===== src/design/bcu_pkg.sv =====
// package for the branch control unit: opcodes, fields, latencies
package bcu_pkg;
  localparam int XLEN = 32;
  // major opcodes
  localparam logic [5:0] OPC_REG_COND = 6'h27;
  localparam logic [5:0] OPC_IMM_COND = 6'h2F;
  localparam logic [5:0] OPC_REG_UNCOND = 6'h26;
  localparam logic [5:0] OPC_PREFIX = 6'h2C;
  // field positions (bit 31 is the leftmost instruction bit)
  localparam int OPC_LSB = 26;
  localparam int DST_LSB = 21;
  localparam int SRC_A_LSB = 16;
  localparam int SRC_B_LSB = 11;
  localparam int LIT_LSB = 0;
  localparam int DSLOT_BIT = 25;
  localparam int COND_LSB = 21;
  localparam int UNC_D_BIT = 20;
  localparam int UNC_A_BIT = 19;
  localparam int UNC_L_BIT = 18;
  // condition codes, low four bits of the condition field
  localparam logic [3:0] COND_NE = 4'h1;
  localparam logic [3:0] COND_LT = 4'h2;
  localparam logic [XLEN-1:0] PC_STEP = 32'h0000_0004;
  localparam logic [XLEN-1:0] PC_RESET = 32'h0000_0000;
  // cycle counts
  localparam logic [1:0] LAT_NOT_TAKEN = 2'h1;
  localparam logic [1:0] LAT_TAKEN_DSLOT = 2'h2;
  localparam logic [1:0] LAT_TAKEN_FLUSH = 2'h3;
  typedef enum logic [3:0] {
    ST_IDLE = 4'h1,
    ST_BUSY = 4'h2,
    ST_SLOT = 4'h4,
    ST_HOLD = 4'h8
  } bcu_state_e;
endpackage


===== src/design/bcu_branch_unit.sv =====
// branch control unit: decode, condition, target, latency and hold-off
// Functional notes
// - less-than-zero literal branch: pc plus literal
// - nonzero branches: pc plus source or literal
// - delay flag lets following instruction complete
// - no delay flag and taken: squash next
// - delayed less-than literal form differs by flag
// - delayed nonzero forms differ only by flag
// - register nonzero decoded by opcode and condition
// - literal branch cycles one, two, three
// - register branch cycles one, two, three
// - literal sign-extended from sixteen bits
// - preceding prefix supplies upper literal half
// - hold interrupts and breaks over delayed branch
// - link bit writes own pc to destination
// - absolute bit jumps to source, else relative
// - absolute forms set absolute bit
// - delayed forms set flag, link only delayed
// - unconditional branches two or three cycles
// - link without delay slot is undefined
`timescale 1ns/1ps
module bcu_branch_unit #(
  parameter int XW = bcu_pkg::XLEN
) (
  input wire logic CORE_CLK_I,
  input wire logic RSTN_I,
  input wire logic ISSUE_VALID_I,
  input wire logic [31:0] ISSUE_INSN_I,
  input wire logic [XW-1:0] ISSUE_PC_I,
  input wire logic [XW-1:0] COMPARE_SOURCE_I,
  input wire logic [XW-1:0] OFFSET_SOURCE_I,
  input wire logic SLOT_DONE_I,
  input wire logic IRQ_REQ_I,
  input wire logic HW_BREAK_REQ_I,
  output logic BUSY_O,
  output logic REDIRECT_O,
  output logic [XW-1:0] NEXT_PC_O,
  output logic SQUASH_O,
  output logic LINK_WE_O,
  output logic [4:0] LINK_DEST_O,
  output logic [XW-1:0] LINK_DATA_O,
  output logic IRQ_TAKE_O,
  output logic HW_BREAK_TAKE_O,
  output logic ILLEGAL_O,
  output logic [1:0] LATENCY_O
);
  import bcu_pkg::*;

  // how the unit sits in the pipeline:
  // - a word is taken on a rising edge with ISSUE_VALID_I high and BUSY_O low
  // - the answer (redirect, squash, link write, next pc, latency) shows one
  //   cycle after the issue edge and the pulses stand for that cycle only
  // - a taken branch without a delay slot keeps BUSY_O up for two cycles so
  //   that fetch refills from the target; the squash pulse kills the word
  //   already fetched behind the branch
  // - a taken branch with a delay slot keeps BUSY_O up for one cycle and then
  //   until the slot word reports completion on SLOT_DONE_I
  // - a prefix word only arms the upper literal half for the very next
  //   issued word; any other issued word drops it again
  // - events (interrupt, hardware break) are only accepted from idle and never
  //   in the issue cycle of a branch, so a delayed branch and its slot word
  //   always retire as a pair before an event can cut in
  // - the interrupt has priority when both requests are up in the same cycle
  // limitation: no prediction is modelled, so a literal branch that is not
  // taken always reports one cycle and a taken one two or three
  // limitation: the slot word is trusted to be a plain word; a prefix, branch
  // or break in the slot is the supplier's fault and is not detected here
  // trade-off: the target adder runs every cycle from the live inputs, which
  // costs some power but keeps the answer a single cycle after issue
  // the undefined link form without a delay slot is flagged as illegal and
  // changes nothing else, so software sees a clean trap point

  typedef struct packed {
    bcu_state_e st;
    logic [1:0] cnt;
    logic slot;
    logic pfx_vld;
    logic [15:0] pfx_val;
    logic busy;
    logic redirect;
    logic [XW-1:0] next_pc;
    logic squash;
    logic link_we;
    logic [4:0] link_dest;
    logic [XW-1:0] link_data;
    logic irq_take;
    logic brk_take;
    logic illegal;
    logic [1:0] lat;
  } bcu_state_s;

  bcu_state_s s_q, s_d;

  // literal operand: prefix upper half or sign extension
  function automatic logic [XW-1:0] lit_operand(input logic [15:0] lit,
                                               input logic pv,
                                               input logic [15:0] hi);
    logic [31:0] w;
    w = pv ? {hi, lit} : {{16{lit[15]}}, lit};
    return XW'(w);
  endfunction

  logic [5:0] opc;
  logic dflag;
  logic [3:0] cond;
  logic is_reg_cond, is_imm_cond, is_unc, is_pfx, is_branch;
  logic u_d, u_a, u_l;
  logic take;
  logic [XW-1:0] lit, target;

  // decode and resolve the issued word
  always_comb begin
    opc = ISSUE_INSN_I[OPC_LSB +: 6];
    dflag = ISSUE_INSN_I[DSLOT_BIT];
    cond = ISSUE_INSN_I[COND_LSB +: 4];
    u_d = ISSUE_INSN_I[UNC_D_BIT];
    u_a = ISSUE_INSN_I[UNC_A_BIT];
    u_l = ISSUE_INSN_I[UNC_L_BIT];
    is_reg_cond = (opc == OPC_REG_COND) && (cond == COND_NE || cond == COND_LT);
    is_imm_cond = (opc == OPC_IMM_COND) && (cond == COND_NE || cond == COND_LT);
    is_unc = (opc == OPC_REG_UNCOND);
    is_pfx = (opc == OPC_PREFIX);
    is_branch = is_reg_cond || is_imm_cond || is_unc;
    lit = lit_operand(ISSUE_INSN_I[LIT_LSB +: 16], s_q.pfx_vld, s_q.pfx_val);
    // signed compare against zero
    if (cond == COND_LT) begin
      take = $signed(COMPARE_SOURCE_I) < 0;
    end else begin
      take = COMPARE_SOURCE_I != '0;
    end
    if (is_unc) begin
      take = 1'b1;
      dflag = u_d;
    end
    if (is_unc && u_a) begin
      target = OFFSET_SOURCE_I;
    end else if (is_imm_cond) begin
      target = ISSUE_PC_I + lit;
    end else begin
      target = ISSUE_PC_I + OFFSET_SOURCE_I;
    end
  end

  // next state; outputs are registered copies in the struct
  always_comb begin
    s_d = s_q;
    s_d.redirect = 1'b0;
    s_d.squash = 1'b0;
    s_d.link_we = 1'b0;
    s_d.illegal = 1'b0;
    s_d.irq_take = 1'b0;
    s_d.brk_take = 1'b0;
    case (s_q.st)
      ST_IDLE: begin
        if (ISSUE_VALID_I) begin
          // prefix only lives for the very next word
          s_d.pfx_vld = is_pfx;
          s_d.pfx_val = ISSUE_INSN_I[LIT_LSB +: 16];
          if (is_unc && u_l && !u_d) begin
            s_d.illegal = 1'b1;
          end else if (is_branch) begin
            if (take) begin
              s_d.redirect = 1'b1;
              s_d.next_pc = target;
              s_d.squash = !dflag;
              s_d.lat = dflag ? LAT_TAKEN_DSLOT : LAT_TAKEN_FLUSH;
              s_d.slot = dflag;
              s_d.cnt = dflag ? 2'h1 : 2'h2;
              s_d.st = ST_BUSY;
              s_d.busy = 1'b1;
            end else begin
              s_d.next_pc = ISSUE_PC_I + PC_STEP;
              s_d.lat = LAT_NOT_TAKEN;
            end
            if (is_unc && u_l) begin
              s_d.link_we = 1'b1;
              s_d.link_dest = ISSUE_INSN_I[DST_LSB +: 5];
              s_d.link_data = ISSUE_PC_I;
            end
          end else begin
            s_d.irq_take = IRQ_REQ_I;
            s_d.brk_take = HW_BREAK_REQ_I && !IRQ_REQ_I;
          end
        end else begin
          s_d.irq_take = IRQ_REQ_I;
          s_d.brk_take = HW_BREAK_REQ_I && !IRQ_REQ_I;
        end
      end
      ST_BUSY: begin
        // extra cycles of the branch itself
        s_d.cnt = s_q.cnt - 2'h1;
        if (s_q.cnt == 2'h1) begin
          s_d.st = s_q.slot ? ST_SLOT : ST_IDLE;
          s_d.busy = s_q.slot;
        end
      end
      ST_SLOT: begin
        // slot instruction completes before events are accepted
        if (SLOT_DONE_I) begin
          s_d.st = ST_IDLE;
          s_d.busy = 1'b0;
          s_d.slot = 1'b0;
        end
      end
      default: begin
        s_d.st = ST_IDLE;
        s_d.busy = 1'b0;
      end
    endcase
  end

  // state register
  always_ff @(posedge CORE_CLK_I or negedge RSTN_I) begin
    if (!RSTN_I) begin
      s_q <= '{st: ST_IDLE, next_pc: PC_RESET, link_data: PC_RESET, default: '0};
    end else begin
      s_q <= s_d;
    end
  end

  assign BUSY_O = s_q.busy;
  assign REDIRECT_O = s_q.redirect;
  assign NEXT_PC_O = s_q.next_pc;
  assign SQUASH_O = s_q.squash;
  assign LINK_WE_O = s_q.link_we;
  assign LINK_DEST_O = s_q.link_dest;
  assign LINK_DATA_O = s_q.link_data;
  assign IRQ_TAKE_O = s_q.irq_take;
  assign HW_BREAK_TAKE_O = s_q.brk_take;
  assign ILLEGAL_O = s_q.illegal;
  assign LATENCY_O = s_q.lat;
endmodule


===== config.mk =====
export PLATFORM = sky130hd
export DESIGN_NAME = bcu_branch_unit
export DESIGN_NICKNAME = d
export VERILOG_FILES = /design/src/design/bcu_pkg.sv /design/src/design/bcu_branch_unit.sv
export SDC_FILE = /design/constraint.sdc
export NUM_CORES = 1
export LEC_CHECK = 0
export BUFFER_PORTS_ARGS = -buffer_cell sky130_fd_sc_hd__buf_2
export CELL_PAD_IN_SITES_DETAIL_PLACEMENT = 0
export CELL_PAD_IN_SITES_GLOBAL_PLACEMENT = 1
export CORE_AREA = 10 10 147 149
export CTS_BUF_LIST = sky130_fd_sc_hd__clkbuf_4
export DETAILED_ROUTE_END_ITERATION = 6
export DIE_AREA = 0 0 157 159
export GPL_TIMING_DRIVEN = 0
export PLACE_DENSITY_LB_ADDON = 0.2
export SETUP_SLACK_MARGIN = 0.1
export SYNTH_ARGS = -nofsm -noshare
export SYNTH_HDL_FRONTEND = slang
export SYNTH_SLANG_ARGS = --single-unit

===== constraint.sdc =====
create_clock -name CORE_CLK_I -period 6.9 [get_ports CORE_CLK_I]
set_input_delay 1.38 -clock CORE_CLK_I [delete_from_list [all_inputs] [get_ports CORE_CLK_I]]
set_output_delay 1.38 -clock CORE_CLK_I [all_outputs]
set_load 0.01 [all_outputs]

==> impl_metrics.ini <==
[yosys]
ys.flop_type = sky130_fd_sc_hd__dfrtp_1
number_of_synthesized_flops_with_an_enable_pin = 0
synth.lib_cells_used.distinct = 77
gate_count_after_technology_mapping = 994
fraction_of_the_yosys_area_taken_by_sequential_cells = 0.3200
mappedNetlistNets = 1165
synth_warnings = 0
async_reset_ff_frac = 1.000
postSynthRegisterBits = 101
synth_area_per_cell_um2 = 7.949
mappedNetlistArea_um2 = 7901

[grt]
use_met2 = 0.3675
grt_remaining_overflow = 0
met3_usage = 0.04074
grt.met1_usage = 0.3189
global_route.peak_usage_layer = met2
grt_start_max_net_pins = 66
initial_antenna_violation_count = 3
first_pass_grt_wire_length_um = 45190
grt_pass1_vias = 7832
global_route.usage.total = 0.2315

[critical_path]
worstPathArrival_ps = 5640
critPathRequiredTime_ps = 7280
worst-setup-path-type = primary input to flip-flop
critPathLaunchType = primary input
endpoint_kind = flip-flop
cp_max_fo = 10

[clock_tree]
cts_made_buffers = 9
cts_num_sinks = 101
post_cts.resized_instances = 0
cts_tree = built
clock_latency_ps = 490
post_cts_clock_slew_at_the_launch_and_capture_registers_of_the_worst_setup_and_hold_paths_ps = 170
clock_path_buffers = 2
cts.repair_timing.setup_buffer_count = 0
ctsHoldBuffers = 0
clock_tree.root_cell = sky130_fd_sc_hd__clkbuf_4
h-tree-depth = 3

[final_layout]
most_common_cell_after_layout_fill_and_taps_aside = sky130_fd_sc_hd__nand2_1
num-fill-cells = 1904
layout.nets = 1386
syn2layout_area_growth_pct = 18.99
postLayoutCoreUtil = 0.5060
final_layout_size_suffix_gt1_frac = 0.2893
mostFrequentLayoutCells = 250 x sky130_fd_sc_hd__nand2_1, 226 x sky130_fd_sc_hd__buf_2, 100 x sky130_fd_sc_hd__dfrtp_1, 72 x sky130_fd_sc_hd__buf_4, 70 x sky130_fd_sc_hd__o21ai_0
postLayoutCellArea_um2 = 9402

[power]
total_leakage_power_nw = 4.841
ir_worst_vdd_uv = 79.45
p_total_mw = 1.603
power_density_nw_per_um2 = 170.5

[placed_design]
gp_congestion = 0.9375
place.port_buffers = 209
dpl.hpwl_um = 24190
dpl-instance-area_um2 = 9270

[route]
drt_via_density = 5.457
detailedRoute.firstPassIterationCount = 5
detailroute.via_count = 7945
post-route-drc-count = 0
antenna_violating_nets_remaining = 0
dr.first_iter.drc_count = 641
average_wire_per_standard_cell_um = 20.54
route.final.wire_length_um = 29910

[sta]
final_worst_path_period_need_ps = 5267
timing.setup.tns_ps = 0
setup_viol_count_final = 0
relSlewSlack = 0.4958
finalCritPeriodShare = 0.7634
tightestPinTransition_ps = 754.6
timing.hold.ws_ps = 496.3
max_freq_ghz = 0.1899
skew_ps = 12.62
finalHoldViolations = 0
maxSlewViolCount = 0
rsz0062_at_grt = no

[job]
timing.max_cap.violations = 0

[run_status]
status = finished clean

[floorplanning]
dieWidth_um = 157
io_pins = 212
fp.dieArea_um2 = 24960
die_y_um = 159
core_area_um2 = 18580
std_cell_rows = 50
initial_core_util = 0.4253

[hold_path]
hold_class = flip-flop to flip-flop
==> flip-flops by register name, indices dropped and copies added, names as in the netlist <==
name and count:
LINK_DATA_O 32, NEXT_PC_O 32, s_q 23, LINK_DEST_O 5
LATENCY_O 2, BUSY_O 1, HW_BREAK_TAKE_O 1, ILLEGAL_O 1
IRQ_TAKE_O 1, LINK_WE_O 1, REDIRECT_O 1, SQUASH_O 1
==> where the power goes <==
part           internal (mW)  switching [mW]  total [mW]
clock network         0.0791           0.240       0.319
logic                  0.273           0.310       0.583
registers              0.659          0.0415       0.701
==> kinds of logic after synthesis <==
| kind of cell | synth area share |
|---|---|
| simple gates | 0.2413 |
| buf+inv | 0.1018 |
| mux | 0.03310 |
| xor+xnor | 0.05542 |
| flops | 0.3200 |
| compound gates | 0.1888 |
| fa+ha+maj | 0.05954 |
==> critical path: stages <==
cell,delay [ps]
sky130_fd_sc_hd__buf_2,120
sky130_fd_sc_hd__xor2_1,170
sky130_fd_sc_hd__nand3_1,170
sky130_fd_sc_hd__clkbuf_1,590
sky130_fd_sc_hd__clkbuf_1,580
sky130_fd_sc_hd__mux2_2,410
sky130_fd_sc_hd__ha_1,230
sky130_fd_sc_hd__a211oi_1,450
sky130_fd_sc_hd__o21bai_1,140
sky130_fd_sc_hd__a21oi_1,370
sky130_fd_sc_hd__o21ai_0,240
sky130_fd_sc_hd__o41a_1,400
sky130_fd_sc_hd__nor2_1,110
sky130_fd_sc_hd__xor2_1,190
sky130_fd_sc_hd__a21oi_1,90
==> final timing paths <==
path	startpoint	to	slack [ps]	cells after the start
setup / recovery	ISSUE_INSN_I[22]	NEXT_PC_O[17]	1630	15
hold / removal	LINK_DATA_O[17]	LINK_DATA_O[17]	500	2
setup reg to reg	s_q[94]	NEXT_PC_O[23]	3050	15
hold reg to reg	LINK_DATA_O[17]	LINK_DATA_O[17]	500	2
max in group asynchronous	RSTN_I	s_q[98]	5330	2
min in group asynchronous	RSTN_I	LINK_DATA_O[4]	830	1
==> through the flow <==
| stage | setup slack [ps] | std cells |
|---|---|---|
| 6_report | 1633 | 1456 |
| 5_1_grt | 1322 | 1455 |
| 4_1_cts | 1732 | 1454 |
| 3_5_place_dp | 1183 | 1438 |
| 3_3_place_gp | 1170 | 1437 |
| 2_1_floorplan | 2184 | 994 |
==> final cells by class <==
| cell class | instances | area, um^2 | share of cell area |
|---|---|---|---|
| well taps | 234 | 292.8 | 0.03114 |
| multi-input cells | 758 | 4568 | 0.4859 |
| plain buffers | 119 | 744.5 | 0.07919 |
| flip-flops and latches | 101 | 2529 | 0.2690 |
| diodes | 2 | 5.005 | 0.0005323 |
| inverters | 16 | 60.06 | 0.006388 |
| repair buffers | 210 | 1076 | 0.1145 |
| clock inverters | 7 | 58.81 | 0.006255 |
| clock buffers | 9 | 67.56 | 0.007187 |
==> synthesized netlist by cell type (all sizes together) (3+ instances only) <==
cell    count  share of area
a211oi      5         0.0048
a21o       15          0.014
a21oi      57          0.036
a221o       3         0.0038
a221oi      4         0.0052
a31oi       7         0.0055
and2        7         0.0055
and3       11         0.0087
and4        9          0.010
buf        91          0.081
clkbuf     28          0.013
dfrtp     100           0.32
ha         36          0.057
inv        15         0.0071
mux2       17          0.024
mux2i       7         0.0089
nand2     251           0.12
nand2b      7         0.0065
nand3      27          0.017
nand4      15          0.014
nor2       39          0.019
nor2b       5         0.0040
nor3       22          0.014
nor4        9         0.0071
nor4b       3         0.0052
o211ai     12          0.011
o21a        8         0.0076
o21ai      81          0.052
o21bai      5         0.0052
o221ai      5         0.0055
o22ai       6         0.0048
o31ai       6         0.0087
xnor2      29          0.032
xor2       21          0.023
==> routing by layer <==
| layer | part of all wire | vias up | wire length [um] |
|---|---|---|---|
| met4 | 0.013 | 2 | 379 |
| met5 | 0.00060 | - | 18 |
| li1 | - | 3854 | - |
| met1 | 0.45 | 3730 | 13330 |
| met3 | 0.084 | 29 | 2523 |
| met2 | 0.46 | 330 | 13660 |
(Power assumes the default switching activity.)
